==> config.mk <==
export PLATFORM = sky130hd
export DESIGN_NAME = dfirq_ctrl
export DESIGN_NICKNAME = d
export VERILOG_FILES = /design/src/shared/dfirq_pkg.sv /design/src/verilog/dfirq_sticky.sv /design/src/verilog/dfirq_err_counter.sv /design/src/verilog/dfirq_ctrl.sv
export SDC_FILE = /design/constraint.sdc
export NUM_CORES = 1
export LEC_CHECK = 0
export ABC_AREA = 1
export ABC_CLOCK_PERIOD_IN_PS = 2300
export BUFFER_PORTS_ARGS = -buffer_cell sky130_fd_sc_hd__buf_2
export CORE_AREA = 4 4 187 189
export CTS_CLUSTER_DIAMETER = 80
export DETAILED_ROUTE_END_ITERATION = 16
export DIE_AREA = 0 0 191 193
export GPL_TIMING_DRIVEN = 0
export PLACE_DENSITY = 0.5
export SYNTH_ARGS = -nofsm -noshare
export SYNTH_HDL_FRONTEND = slang
export SYNTH_SLANG_ARGS = --single-unit
==> constraint.sdc <==
create_clock -name mclk_i -period 2.3 [get_ports mclk_i]
set_input_delay 0.46 -clock mclk_i [delete_from_list [all_inputs] [get_ports mclk_i]]
set_output_delay 0.46 -clock mclk_i [all_outputs]
set_load 0.02 [all_outputs]
==> src/shared/dfirq_pkg.sv <==
// Constants for the deframer error, interrupt and sync-request control block
package dfirq_pkg;

  localparam int          ADDR_W     = 12;
  localparam int          DATA_W     = 8;
  localparam int          NUM_LANES  = 4;
  localparam int          NUM_ERR    = 3;
  localparam int          NUM_SYNC   = 4;
  localparam int          CNT_W      = 8;

  // Register addresses
  localparam logic [11:0] ADDR_ERR_BASE   = 12'h46D;
  localparam logic [11:0] ADDR_SYNC_BASE  = 12'h470;
  localparam logic [11:0] ADDR_TEST_CTRL  = 12'h477;
  localparam logic [11:0] ADDR_ILAS_LEN   = 12'h478;
  localparam logic [11:0] ADDR_VECTOR     = 12'h47A;
  localparam logic [11:0] ADDR_SYNC_MASK  = 12'h47B;
  localparam logic [11:0] ADDR_THRESH     = 12'h47C;

  // Flag and enable vector bit positions (shared layout)
  localparam int          DISPARITY_BIT    = 7;
  localparam int          INVALID_SYM_BIT  = 6;
  localparam int          STRAY_CTRL_BIT   = 5;
  localparam int          RSVD_VECTOR_BIT  = 4;
  localparam int          LANE_ALIGN_BIT   = 3;
  localparam int          CHECKSUM_BIT     = 2;
  localparam int          FRAME_LOCK_BIT   = 1;
  localparam int          SYMBOL_LOCK_BIT  = 0;

  // Control register bits
  localparam int          TEST_MODE_BIT    = 7;
  localparam int          THR_MASK_EN_BIT  = 3;
  localparam int          IRQ_CLR_BIT      = 7;
  localparam int          CNT_DIS_BIT      = 6;
  localparam int          CNT_RST_BIT      = 5;
  localparam int          LANE_SEL_LSB     = 0;
  localparam int          LANE_SEL_W       = 3;

  // Reset values, vector enable write mask and counter saturation value
  localparam logic [7:0]  TEST_CTRL_RST    = 8'h00;
  localparam logic [7:0]  ILAS_LEN_RST     = 8'h01;
  localparam logic [7:0]  IRQ_MASK_RST     = 8'h00;
  localparam logic [7:0]  SYNC_MASK_RST    = 8'h08;
  localparam logic [7:0]  THRESH_RST       = 8'hFF;
  localparam logic [7:0]  VECTOR_WR_MASK   = 8'hEF;
  localparam logic [7:0]  CNT_MAX          = 8'hFF;

endpackage

==> src/verilog/dfirq_sticky.sv <==
// Per-lane sticky failure flags with a clear-all strobe
`timescale 1ns/1ps
module dfirq_sticky
  import dfirq_pkg::*;
#(
  parameter int W = 4
) (
  input  wire logic         mclk_i,
  input  wire logic         srst_i,
  input  wire logic [W-1:0] set_i,
  input  wire logic         clr_i,
  output logic      [W-1:0] flag_o
);

  logic [W-1:0] flag_q;
  logic [W-1:0] flag_d;

  // Set beats clear so a failure in the clear cycle survives
  always_comb begin
    flag_d = set_i | (flag_q & {W{~clr_i}}); // [RQ15]
  end

  always_ff @(posedge mclk_i) begin
    if (srst_i) begin
      flag_q <= '0;
    end else begin
      flag_q <= flag_d;
    end
  end

  assign flag_o = flag_q;
endmodule

==> src/verilog/dfirq_err_counter.sv <==
// Saturating per-lane error counter with threshold flag
`timescale 1ns/1ps
module dfirq_err_counter
  import dfirq_pkg::*;
(
  input  wire logic             mclk_i,
  input  wire logic             srst_i,
  input  wire logic             err_i,
  input  wire logic             dis_i,
  input  wire logic             cnt_clr_i,
  input  wire logic             flag_clr_i,
  input  wire logic [CNT_W-1:0] limit_i,
  output logic                  reached_o
);

  logic [CNT_W-1:0] cnt_q;
  logic [CNT_W-1:0] cnt_d;
  logic             reached_q;
  logic             reached_d;

  always_comb begin
    cnt_d = cnt_q;
    if (cnt_clr_i) begin
      cnt_d = '0;
    end else if (err_i && !dis_i && cnt_q != CNT_MAX) begin
      cnt_d = cnt_q + 8'h01; // [RQ14]
    end
    // Re-asserts while the count stays at or past the limit
    reached_d = (cnt_q >= limit_i) | (reached_q & ~flag_clr_i); // [RQ14]
  end

  always_ff @(posedge mclk_i) begin
    if (srst_i) begin
      cnt_q     <= '0;
      reached_q <= 1'b0;
    end else begin
      cnt_q     <= cnt_d;
      reached_q <= reached_d;
    end
  end

  assign reached_o = reached_q;
endmodule

==> src/verilog/dfirq_ctrl.sv <==
// Deframer link error flags, interrupt mask and sync request control
//
// Implementation choice: strobed register access.
`timescale 1ns/1ps
// What this block does
// [RQ1] Test mode bit set makes the receiver accept alignment frames continuously.
// [RQ2] Software sets threshold mask enable whenever it uses sync-request mask bits.
// [RQ3] Alignment length register counts multiframes over four; resets to one; never zero.
// [RQ4] Flag bit 7 reads one once disparity count hits threshold on a lane.
// [RQ5] Flag bit 6 reads one once invalid-symbol count hits threshold on a lane.
// [RQ6] Flag bit 5 reads one once stray control count hits threshold on a lane.
// [RQ7] Flag bit 3 reads one on lane alignment failure; bit 4 reads zero.
// [RQ8] Flag bit 2 reads one on a bad configuration checksum on any lane.
// [RQ9] Flag bit 1 reads one on frame lock failure on any lane.
// [RQ10] Flag bit 0 reads one on symbol lock failure on any lane.
// [RQ11] Enabled count errors drive the active-low interrupt low.
// [RQ12] Enabled sync and checksum failures drive the active-low interrupt low.
// [RQ13] Disparity sync enable set makes threshold hits raise the sync request.
// [RQ14] Three error kinds are counted per lane and compared to the limit.
// [RQ15] Writing one to bit 7 of a per-lane register clears its interrupt, unless its error count still meets the limit.
// [RQ16] Flags and enables share one address; interrupt stays low while enabled flag set.
module dfirq_ctrl
  import dfirq_pkg::*;
(
  input  wire logic                 mclk_i,
  input  wire logic                 srst_i,
  input  wire logic [ADDR_W-1:0]    addr_i,
  input  wire logic [DATA_W-1:0]    wr_data_i,
  input  wire logic                 wr_i,
  input  wire logic                 rd_i,
  output logic      [DATA_W-1:0]    rd_data_o,
  input  wire logic [NUM_LANES-1:0] disp_err_i,
  input  wire logic [NUM_LANES-1:0] nit_err_i,
  input  wire logic [NUM_LANES-1:0] ucc_err_i,
  input  wire logic [NUM_LANES-1:0] symbol_lock_fail_i,
  input  wire logic [NUM_LANES-1:0] frame_lock_fail_i,
  input  wire logic [NUM_LANES-1:0] checksum_fail_i,
  input  wire logic [NUM_LANES-1:0] lane_align_fail_i,
  output logic                      alignment_test_mode_o,
  output logic                      threshold_mask_en_o,
  output logic      [DATA_W-1:0]    alignment_multiframe_count_o,
  output logic                      irq_n_o,
  output logic                      sync_request_out_o
);

  // Register state
  logic [DATA_W-1:0]    test_ctrl_q;
  logic [DATA_W-1:0]    test_ctrl_d;
  logic [DATA_W-1:0]    alignment_length_reg_q;
  logic [DATA_W-1:0]    alignment_length_reg_d;
  logic [DATA_W-1:0]    irq_mask_q;
  logic [DATA_W-1:0]    irq_mask_d;
  logic [DATA_W-1:0]    sync_mask_q;
  logic [DATA_W-1:0]    sync_mask_d;
  logic [DATA_W-1:0]    error_count_limit_q;
  logic [DATA_W-1:0]    error_count_limit_d;
  logic [NUM_LANES-1:0] cnt_dis_q [NUM_ERR];
  logic [NUM_LANES-1:0] cnt_dis_d [NUM_ERR];

  // Status and outputs
  logic [DATA_W-1:0]    flag_q;
  logic [DATA_W-1:0]    flag_d;
  logic [DATA_W-1:0]    rd_data_q;
  logic [DATA_W-1:0]    rd_data_d;
  logic                 irq_n_q;
  logic                 irq_n_d;
  logic                 sync_req_q;
  logic                 sync_req_d;

  // Per-lane links to the counters and sticky flags
  logic [NUM_LANES-1:0] err_ev     [NUM_ERR];
  logic [NUM_LANES-1:0] reached    [NUM_ERR];
  logic [NUM_LANES-1:0] cnt_clr    [NUM_ERR];
  logic [NUM_LANES-1:0] flag_clr   [NUM_ERR];
  logic [NUM_LANES-1:0] sync_ev    [NUM_SYNC];
  logic [NUM_LANES-1:0] sync_fail  [NUM_SYNC];
  logic [NUM_SYNC-1:0]  sync_clr;
  logic [NUM_ERR-1:0]   err_any;
  logic [NUM_SYNC-1:0]  sync_any;

  assign err_ev[0]  = disp_err_i;
  assign err_ev[1]  = nit_err_i;
  assign err_ev[2]  = ucc_err_i;
  assign sync_ev[0] = symbol_lock_fail_i;
  assign sync_ev[1] = frame_lock_fail_i;
  assign sync_ev[2] = checksum_fail_i;
  assign sync_ev[3] = lane_align_fail_i;

  // Error counters: kind t sits at ADDR_ERR_BASE + t and vector bit 7 - t
  for (genvar t = 0; t < NUM_ERR; t++) begin : g_kind
    for (genvar l = 0; l < NUM_LANES; l++) begin : g_lane
      dfirq_err_counter u_cnt (
        .mclk_i     (mclk_i),
        .srst_i     (srst_i),
        .err_i      (err_ev[t][l]),
        .dis_i      (cnt_dis_q[t][l]),
        .cnt_clr_i  (cnt_clr[t][l]),
        .flag_clr_i (flag_clr[t][l]),
        .limit_i    (error_count_limit_q),
        .reached_o  (reached[t][l])
      ); // [RQ14]
    end
    assign err_any[t] = |reached[t];
  end

  // Sync failure flags: kind c sits at ADDR_SYNC_BASE + c and vector bit c
  for (genvar c = 0; c < NUM_SYNC; c++) begin : g_sync
    dfirq_sticky #(
      .W (NUM_LANES)
    ) u_sticky (
      .mclk_i (mclk_i),
      .srst_i (srst_i),
      .set_i  (sync_ev[c]),
      .clr_i  (sync_clr[c]),
      .flag_o (sync_fail[c])
    );
    assign sync_any[c] = |sync_fail[c];
  end

  // Per-lane strobes decoded from the lane field with bit 7 or bit 5; sync clears decoded from bit 7 alone, for all lanes
  always_comb begin
    for (int t = 0; t < NUM_ERR; t++) begin
      for (int l = 0; l < NUM_LANES; l++) begin
        cnt_clr[t][l]  = 1'b0;
        flag_clr[t][l] = 1'b0;
        cnt_dis_d[t][l] = cnt_dis_q[t][l];
        if (wr_i && addr_i == ADDR_ERR_BASE + 12'(t) &&
            wr_data_i[LANE_SEL_LSB +: LANE_SEL_W] == 3'(l)) begin
          flag_clr[t][l]  = wr_data_i[IRQ_CLR_BIT]; // [RQ15]
          cnt_clr[t][l]   = wr_data_i[CNT_RST_BIT];
          cnt_dis_d[t][l] = wr_data_i[CNT_DIS_BIT];
        end
      end
    end
    for (int c = 0; c < NUM_SYNC; c++) begin
      sync_clr[c] = wr_i && addr_i == ADDR_SYNC_BASE + 12'(c) &&
                    wr_data_i[IRQ_CLR_BIT]; // [RQ15]
    end
  end

  // Software-written control registers
  always_comb begin
    test_ctrl_d            = test_ctrl_q;
    alignment_length_reg_d = alignment_length_reg_q;
    irq_mask_d             = irq_mask_q;
    sync_mask_d            = sync_mask_q;
    error_count_limit_d    = error_count_limit_q;
    if (wr_i) begin
      unique case (addr_i)
        ADDR_TEST_CTRL: begin
          test_ctrl_d = wr_data_i; // [RQ1]
        end
        ADDR_ILAS_LEN: begin
          // Zero would stall alignment forever, so it is refused
          if (wr_data_i != 8'h00) begin
            alignment_length_reg_d = wr_data_i; // [RQ3]
          end
        end
        ADDR_VECTOR: begin
          irq_mask_d = wr_data_i & VECTOR_WR_MASK; // [RQ16]
        end
        ADDR_SYNC_MASK: begin
          sync_mask_d = wr_data_i;
        end
        ADDR_THRESH: begin
          error_count_limit_d = wr_data_i; // [RQ14]
        end
        default: begin
        end
      endcase
    end
  end

  always_ff @(posedge mclk_i) begin
    if (srst_i) begin
      test_ctrl_q            <= TEST_CTRL_RST;
      alignment_length_reg_q <= ILAS_LEN_RST;
      irq_mask_q             <= IRQ_MASK_RST;
      sync_mask_q            <= SYNC_MASK_RST;
      error_count_limit_q    <= THRESH_RST;
      for (int t = 0; t < NUM_ERR; t++) begin
        cnt_dis_q[t] <= '0;
      end
    end else begin
      test_ctrl_q            <= test_ctrl_d;
      alignment_length_reg_q <= alignment_length_reg_d;
      irq_mask_q             <= irq_mask_d;
      sync_mask_q            <= sync_mask_d;
      error_count_limit_q    <= error_count_limit_d;
      for (int t = 0; t < NUM_ERR; t++) begin
        cnt_dis_q[t] <= cnt_dis_d[t];
      end
    end
  end

  // Flag vector, interrupt and sync request
  logic disparity_error_flag;
  logic invalid_symbol_flag;
  logic stray_control_char_flag;
  logic lane_align_fail_flag;
  logic config_checksum_fail_flag;
  logic frame_lock_fail_flag;
  logic symbol_lock_fail_flag;

  always_comb begin
    disparity_error_flag      = err_any[0]; // [RQ4]
    invalid_symbol_flag       = err_any[1]; // [RQ5]
    stray_control_char_flag   = err_any[2]; // [RQ6]
    lane_align_fail_flag      = sync_any[3]; // [RQ7]
    config_checksum_fail_flag = sync_any[2]; // [RQ8]
    frame_lock_fail_flag      = sync_any[1]; // [RQ9]
    symbol_lock_fail_flag     = sync_any[0]; // [RQ10]
    flag_d                   = 8'h00;
    flag_d[DISPARITY_BIT]    = disparity_error_flag;
    flag_d[INVALID_SYM_BIT]  = invalid_symbol_flag;
    flag_d[STRAY_CTRL_BIT]   = stray_control_char_flag;
    flag_d[RSVD_VECTOR_BIT]  = 1'b0; // [RQ7]
    flag_d[LANE_ALIGN_BIT]   = lane_align_fail_flag;
    flag_d[CHECKSUM_BIT]     = config_checksum_fail_flag;
    flag_d[FRAME_LOCK_BIT]   = frame_lock_fail_flag;
    flag_d[SYMBOL_LOCK_BIT]  = symbol_lock_fail_flag;
    // Low as long as any enabled flag stays set
    irq_n_d = ~|(flag_d & irq_mask_q); // [RQ11] [RQ12] [RQ16]
    // Mask enable is software's duty; the request does not wait for it
    sync_req_d = |({disparity_error_flag, invalid_symbol_flag, stray_control_char_flag}
                   & sync_mask_q[DISPARITY_BIT:STRAY_CTRL_BIT]); // [RQ13]
  end

  // Read data valid only in the cycle after the strobe
  always_comb begin
    rd_data_d = 8'h00;
    if (rd_i) begin
      if (addr_i >= ADDR_ERR_BASE && addr_i < ADDR_ERR_BASE + 12'(NUM_ERR)) begin
        rd_data_d[NUM_LANES-1:0] = reached[2'(addr_i - ADDR_ERR_BASE)];
      end else if (addr_i >= ADDR_SYNC_BASE && addr_i < ADDR_SYNC_BASE + 12'(NUM_SYNC)) begin
        rd_data_d[NUM_LANES-1:0] = sync_fail[2'(addr_i - ADDR_SYNC_BASE)];
      end else begin
        unique case (addr_i)
          ADDR_TEST_CTRL: rd_data_d = test_ctrl_q;
          ADDR_ILAS_LEN:  rd_data_d = alignment_length_reg_q;
          ADDR_VECTOR:    rd_data_d = flag_q; // [RQ16]
          ADDR_SYNC_MASK: rd_data_d = sync_mask_q;
          ADDR_THRESH:    rd_data_d = error_count_limit_q;
          default:        rd_data_d = 8'h00;
        endcase
      end
    end
  end

  always_ff @(posedge mclk_i) begin
    if (srst_i) begin
      flag_q     <= 8'h00;
      rd_data_q  <= 8'h00;
      irq_n_q    <= 1'b1;
      sync_req_q <= 1'b0;
    end else begin
      flag_q     <= flag_d;
      rd_data_q  <= rd_data_d;
      irq_n_q    <= irq_n_d;
      sync_req_q <= sync_req_d;
    end
  end

  assign rd_data_o                    = rd_data_q;
  assign irq_n_o                      = irq_n_q;
  assign sync_request_out_o           = sync_req_q;
  assign alignment_test_mode_o        = test_ctrl_q[TEST_MODE_BIT]; // [RQ1]
  assign threshold_mask_en_o          = test_ctrl_q[THR_MASK_EN_BIT];
  assign alignment_multiframe_count_o = alignment_length_reg_q; // [RQ3]
endmodule

-- Word level (Yosys, flattened, before mapping)
Memory sizes are Yosys's and may differ from the RTL's.
Cells that the tools add are included.
- $add $sub $neg: 14
- magnitude comparators: 18
- eq/ne operators: 27
- multiplexer cells: 51
- bitwise gates (word level): 56
- reduce and logical (&&, ||, !) cells: 92
- operators by type and width (cell ; number):
    equality test 12 x 11 -> 1 bit (second input constant) ; 12
    adder 8 x 1 -> 8 bit (second input constant) ; 12
    greater-or-equal comparator 8 bit ; 12
    != test 8 bit (second input constant) ; 12
    logical AND 1 bit ; 49
    one-hot mux 8 bit (5 select lines) ; 1
    2-to-1 mux 1 bit ; 39
    2-to-1 mux 4 bit ; 9
    OR reduction 4 bit ; 8
    OR reduction 2 bit ; 13
    greater-or-equal comparator 12 x 11 -> 1 bit (second input constant) ; 2
    < comparator 12 x 11 -> 1 bit (second input constant) ; 2
    NOT 1 bit ; 17
    AND 4 bit ; 4
    binary-select mux 4 bit (select 2 bit) ; 2
    OR 4 bit ; 4
    OR 1 bit ; 15
    zero test 1 bit ; 13
    AND 1 bit ; 12
    AND 8 bit ; 1
    AND reduction 2 bit ; 4
    nonzero test 8 bit ; 1
    OR reduction 8 bit ; 1
    equality test 3 x 2 -> 1 bit (second input constant) ; 2
    other kinds (8) ; 11
- bits in registers: 181
- RAM bits: 12
- bits of input ports: 52
- output and inout bits: 20
- logic and storage cells: 298
- memories: 1
- memory list (name ; words ; bits a word ; read ports ; clocked after Yosys merged registers in ; wr ports ; RTL line ; RTL):
    cnt_dis_q ; 3 ; 4 ; 3 ; 0 ; 3 ; dfirq_ctrl.sv:57 ; logic [NUM_LANES-1:0] cnt_dis_q [NUM_ERR];

-- Longest topological paths before layout
- depth in word-level cells: 7
- mapped depth: 12
- mapped depth without buffers: 11

-- Hierarchy
A second synthesis with hierarchy kept.
- cell total of the unflattened synthesis: 1938
- area, all modules: 12788.5 um2
- by module, submodules not included (module ; times used ; cells an instance ; area an instance (um2) ; sequential area each (um2)):
    dfirq_err_counter ; 12 ; 111 ; 725.7 ; 180.2
    dfirq_ctrl ; 1 ; 538 ; 3544.6 ; 1361.3
    dfirq_sticky ; 4 ; 17 ; 133.9 ; 80.1

-- Worst setup path before layout
OpenSTA, ideal clock, no wires.
- kind: input to register
- start point: in addr_i[0]
- end point: reg irq_mask_q[5]
- setup time: 0.135 ns
- arrival time: 1.796 ns
- data required time: 2.165 ns
- path slack: 0.369 ns
- stages: 12
- cell sequence: buf_2 -> clkinv_1 -> ha_1 -> inv_1 -> nor2_2 -> inv_1 -> nor2_4 -> nand2_1 -> inv_2 -> buf_6 -> o21ai_0 -> a21oi_1
- longest elaborated chain between the ends: 2
- RTL lines (what ; RTL line ; RTL):
    from (decl) ; dfirq_ctrl.sv:27 ; input wire logic [ADDR_W-1:0] addr_i,
    equality test 12 x 11 -> 1 bit ; dfirq_ctrl.sv:149 ; unique case (addr_i)
    AND reduction 2 bit (no source line) ; n/a ;
    to (signal assigned) ; dfirq_ctrl.sv:187 ; irq_mask_q <= irq_mask_d;
    to (decl) ; dfirq_ctrl.sv:51 ; logic [DATA_W-1:0] irq_mask_q;
Every way passes these cells.
A chain may end at the register's enable or synchronous reset.

-- Final worst setup path
- start point: reg error_count_limit_q[3]
- end point: reg g_kind[1].g_lane[3].u_cnt.reached_q
- longest elaborated chain between the ends: 2
- RTL lines (what ; RTL line ; RTL):
    from (decl) ; dfirq_ctrl.sv:55 ; logic [DATA_W-1:0] error_count_limit_q;
    from (signal assigned) ; dfirq_ctrl.sv:189 ; error_count_limit_q <= error_count_limit_d;
    greater-or-equal comparator 8 bit ; dfirq_err_counter.sv:29 ; reached_d = (cnt_q >= limit_i) | (reached_q & ~flag_clr_i);
    OR 1 bit ; dfirq_err_counter.sv:29 ;
    to (signal assigned) ; dfirq_err_counter.sv:38 ; reached_q <= reached_d;
    to (decl) ; dfirq_err_counter.sv:18 ; logic reached_q;
Every way passes these cells.

==> run_results.csv <==
group,metric,value,unit
pwr,power_frac_seq,48.6,%
critical_path,critPathArrivalTime,2480,ps
global_route,grt_pass1_wl,53.2,mm
clocking,postCtsSetupRepairBufs,0,
layout,drive_gt1_share,9.54,%
synthesis,ys_seq_elements,192,
timing,final.setup.tns,0,ps
layout,seq_area,0.00384,sq mm
pwr,leakage,5.91,nW
global_route,grtUsageTotal,18.3,%
clocking,ctsHtreeMaxLevel,4,
clocking,clock_latency,450,ps
layout,antenna_cells,0,
critical_path,required,2610,ps
layout,multi_input_area,0.00685,sq mm
clocking,cts_sinks,192,
pwr,p_int,5.09,mW
pwr,cellPowerDensity,543,mW/mm^2
global_route,grt_pass1_vias,10134,
floorplan,fp.dieW,191,um
detailed_routing,via_per_inst,4.90,
synthesis,yosys_warnings,0,
timing,fmax,0.460,GHz
pwr,comb_power_share,7.4,%
timing,hold_viol_final,0,
detailed_routing,drc,0,
layout,area_growth,13.1,%
synthesis,synth.avg_cell_area,7.07,sq um
synthesis,yosysUniqueCellTypes,35,
timing,slew_headroom,30.8,%
outcome,outcome,"complete, no violations",
synthesis,synth_nets,1793,
flow_run,maxCapViolCount,0,
placement,place_ws,-277,ps
timing,setup_violations,0,
pwr,swShare,28.0,%
clocking,clk_path_buf_depth,2,
layout,fin_util,39.1,%
floorplan,start_util,34.6,%
critical_path,crit_slowest_cell,"inv_1",
placement,dp_hpwl,24.5,mm
synthesis,syn_area,0.0115,sq mm
global_route,grt_max_degree,20,
pwr,power.switching,1.98,mW
detailed_routing,drt_wl_total,33.2,mm
synthesis,syn_inst,1628,
critical_path,critPathLaunchType,"flip-flop",
hold_path,hp-class,"in2reg",
floorplan,die_y,193,um
timing,min_period_over_period,94.6,%
global_route,grt_overflow,0,
clocking,cts_buffers,17,
pwr,ir_worst_vdd,504,uV
timing,worst_slack,124,ps
detailed_routing,wl_per_cell,15.2,um
detailed_routing,vias,10657,
clocking,ctsRootBufferMaster,"clkbuf_16",
critical_path,setup.worst_path.end_class,"flip-flop",
floorplan,die-area,0.0369,sq mm
placement,gp_congestion,0.871,
timing,layout_min_cycle_time,2180,ps
floorplan,rows,67,
detailed_routing,ant_nets,0,
timing,worstMarginPinSlew,1040,ps
critical_path,cp_cell_sequence,"inv_1, ha_1, a21oi_1, o21ai_0, nand2_1, nand2_1, nor2_1, a21oi_1",
clocking,cts_resized,0,
clocking,cts.clk_slew.worst_paths,80,ps
layout,nNetsFinal,1881,
critical_path,max_stage_delay,640,ps
synthesis,seq_area_frac_synth,33.4,%
layout,n_fill_cell,3542,
timing,maxSlewViolCount,0,
timing,final.setup_skew,12.6,ps
detailed_routing,dr.first_iter.drc_count,495,
critical_path,timing_worst_setup_path_type,"reg2reg",
floorplan,io_pins,72,
clocking,hold_buffers,0,
detailed_routing,firstDrtPassIters,5,
global_route,antenna_found_initial,0,
critical_path,crit_fanout,12,
timing,rsz0062_at_grt,"false",
placement,io_buffer_count,69,
pwr,p_clk_share,44.0,%
floorplan,coreArea,0.0333,sq mm
clocking,cts_tree,"built",
power groups by stage:
stage / combinational [mW] / sequential (mW) / clock [mW]
floorplan: 0.339 / 3.50 / 0
global placement: 0.523 / 3.51 / 0
detailed placement: 0.527 / 3.52 / 0
CTS: 0.530 / 3.44 / 3.21
global route: 0.596 / 3.45 / 3.32
finish: 0.525 / 3.44 / 3.11
placed cells by master (no fill, tap or decap), types with 4 or more instances in the layout:
cell and n:
nand2_1 388, a21oi_1 206, dfxtp_1 192, nor2_1 175, inv_1 160, ha_1 113, nand3_1 90, buf_2 80
nand4_1 50, o21ai_0 50, nor3_1 39, xor2_1 31, clkbuf_16 17, clkbuf_1 14, xnor2_1 14, o21a_1 12
o211ai_1 10, nand3_2 9, inv_2 8, o21ai_4 7, nand3b_1 7, nor2_2 6, clkinv_1 4, a22oi_1 4
buf_4 4, nor3_4 4, o21ai_2 4, inv_8 4
critical path: cells and delay by family (launching register included):
family	cells	cell delay (ps)
buffers and inverters	1	640
adder cells (fa/ha/maj)	1	370
AND/OR/NAND/NOR	3	330
flip-flops	1	340
AO/OA/AOI/OAI	3	350
stage by stage:
stage,hold slack [ps],instances,power (mW),area [sq um]
after floorplan,437,1628,3.84,11500
after global placement,448,2145,4.04,12400
after detailed placement,456,2145,4.04,12400
after CTS,192,2177,7.18,13000
after global routing,197,2177,7.36,13000
final,213,2177,7.07,13000
cell usage after synthesis (all sizes together):
| master | number | area share (%) |
|---|---|---|
| nand2 | 391 | 13 |
| a21oi | 206 | 9.0 |
| dfxtp | 192 | 33 |
| nor2 | 184 | 6.3 |
| inv | 168 | 5.5 |
| ha | 113 | 12 |
| nand3 | 99 | 4.7 |
| o21ai | 61 | 3.5 |
| nand4 | 50 | 2.7 |
| nor3 | 44 | 2.3 |
| xor2 | 31 | 2.4 |
| buf | 19 | 1.0 |
| clkbuf | 14 | 0.46 |
| xnor2 | 14 | 1.1 |
| o21a | 12 | 0.78 |
| o211ai | 10 | 0.65 |
| nand3b | 7 | 0.46 |
| a22oi | 4 | 0.26 |
| clkinv | 4 | 0.13 |
| a211oi | 2 | 0.17 |
| nor4 | 2 | 0.11 |
| a31o | 1 | 0.076 |
worst paths after layout:
kind / from / endpoint / slack (ps) / cells past startpoint
hold / removal: symbol_lock_fail_i[3] / g_sync[0].u_sticky.flag_o[3] / 210 / 3
hold reg to reg: g_kind[1].g_lane[2].u_cnt.reached_o / g_kind[1].g_lane[2].u_cnt.reached_o / 470 / 2
setup / recovery: error_count_limit_q[3] / g_kind[1].g_lane[3].u_cnt.reached_o / 120 / 8
setup reg to reg: error_count_limit_q[3] / g_kind[1].g_lane[3].u_cnt.reached_o / 120 / 8
state kept, by name, indices dropped and copies added (netlist names):
name and flops:
flag_q 7, sync_request_out_o 1, sync_mask_q 8, irq_mask_q 7
test_ctrl_q 8, g_kind.g_lane.u_cnt.cnt_q 96, g_sync.u_sticky.flag_o 16, alignment_multiframe_count_o 8
error_count_limit_q 8, rd_data_o 8, irq_n_o 1, g_kind.g_lane.u_cnt.reached_o 12
cnt_dis_q 12
cell families after synthesis:
logic type,Yosys count,synth area share (%)
and+or+nand+nor,777,29.5
AOI/OAI and AO/OA,296,14.4
buffers and inverters,205,7.07
DFF,192,33.4
adders and majority gates,113,12.3
xor gates and xnor gates,45,3.42
area by class of cell:
class,instances,share of cell area [%]
Multi-Input combinational cell,1231,52.7
Sequential cell,192,29.5
Inverter,172,4.96
Tap cell,448,4.31
Clock buffer,17,3.27
Timing Repair Buffer,69,2.65
Clock inverter,15,1.33
Buffer,33,1.29
metal layers:
layer	part of all wire, %	global-route usage (%)
met3	3.8	3.26
met4	2.6	5.72
met5	0	0
met2	45	30.4
met1	48	24.5
(Power assumes the default switching activity.)
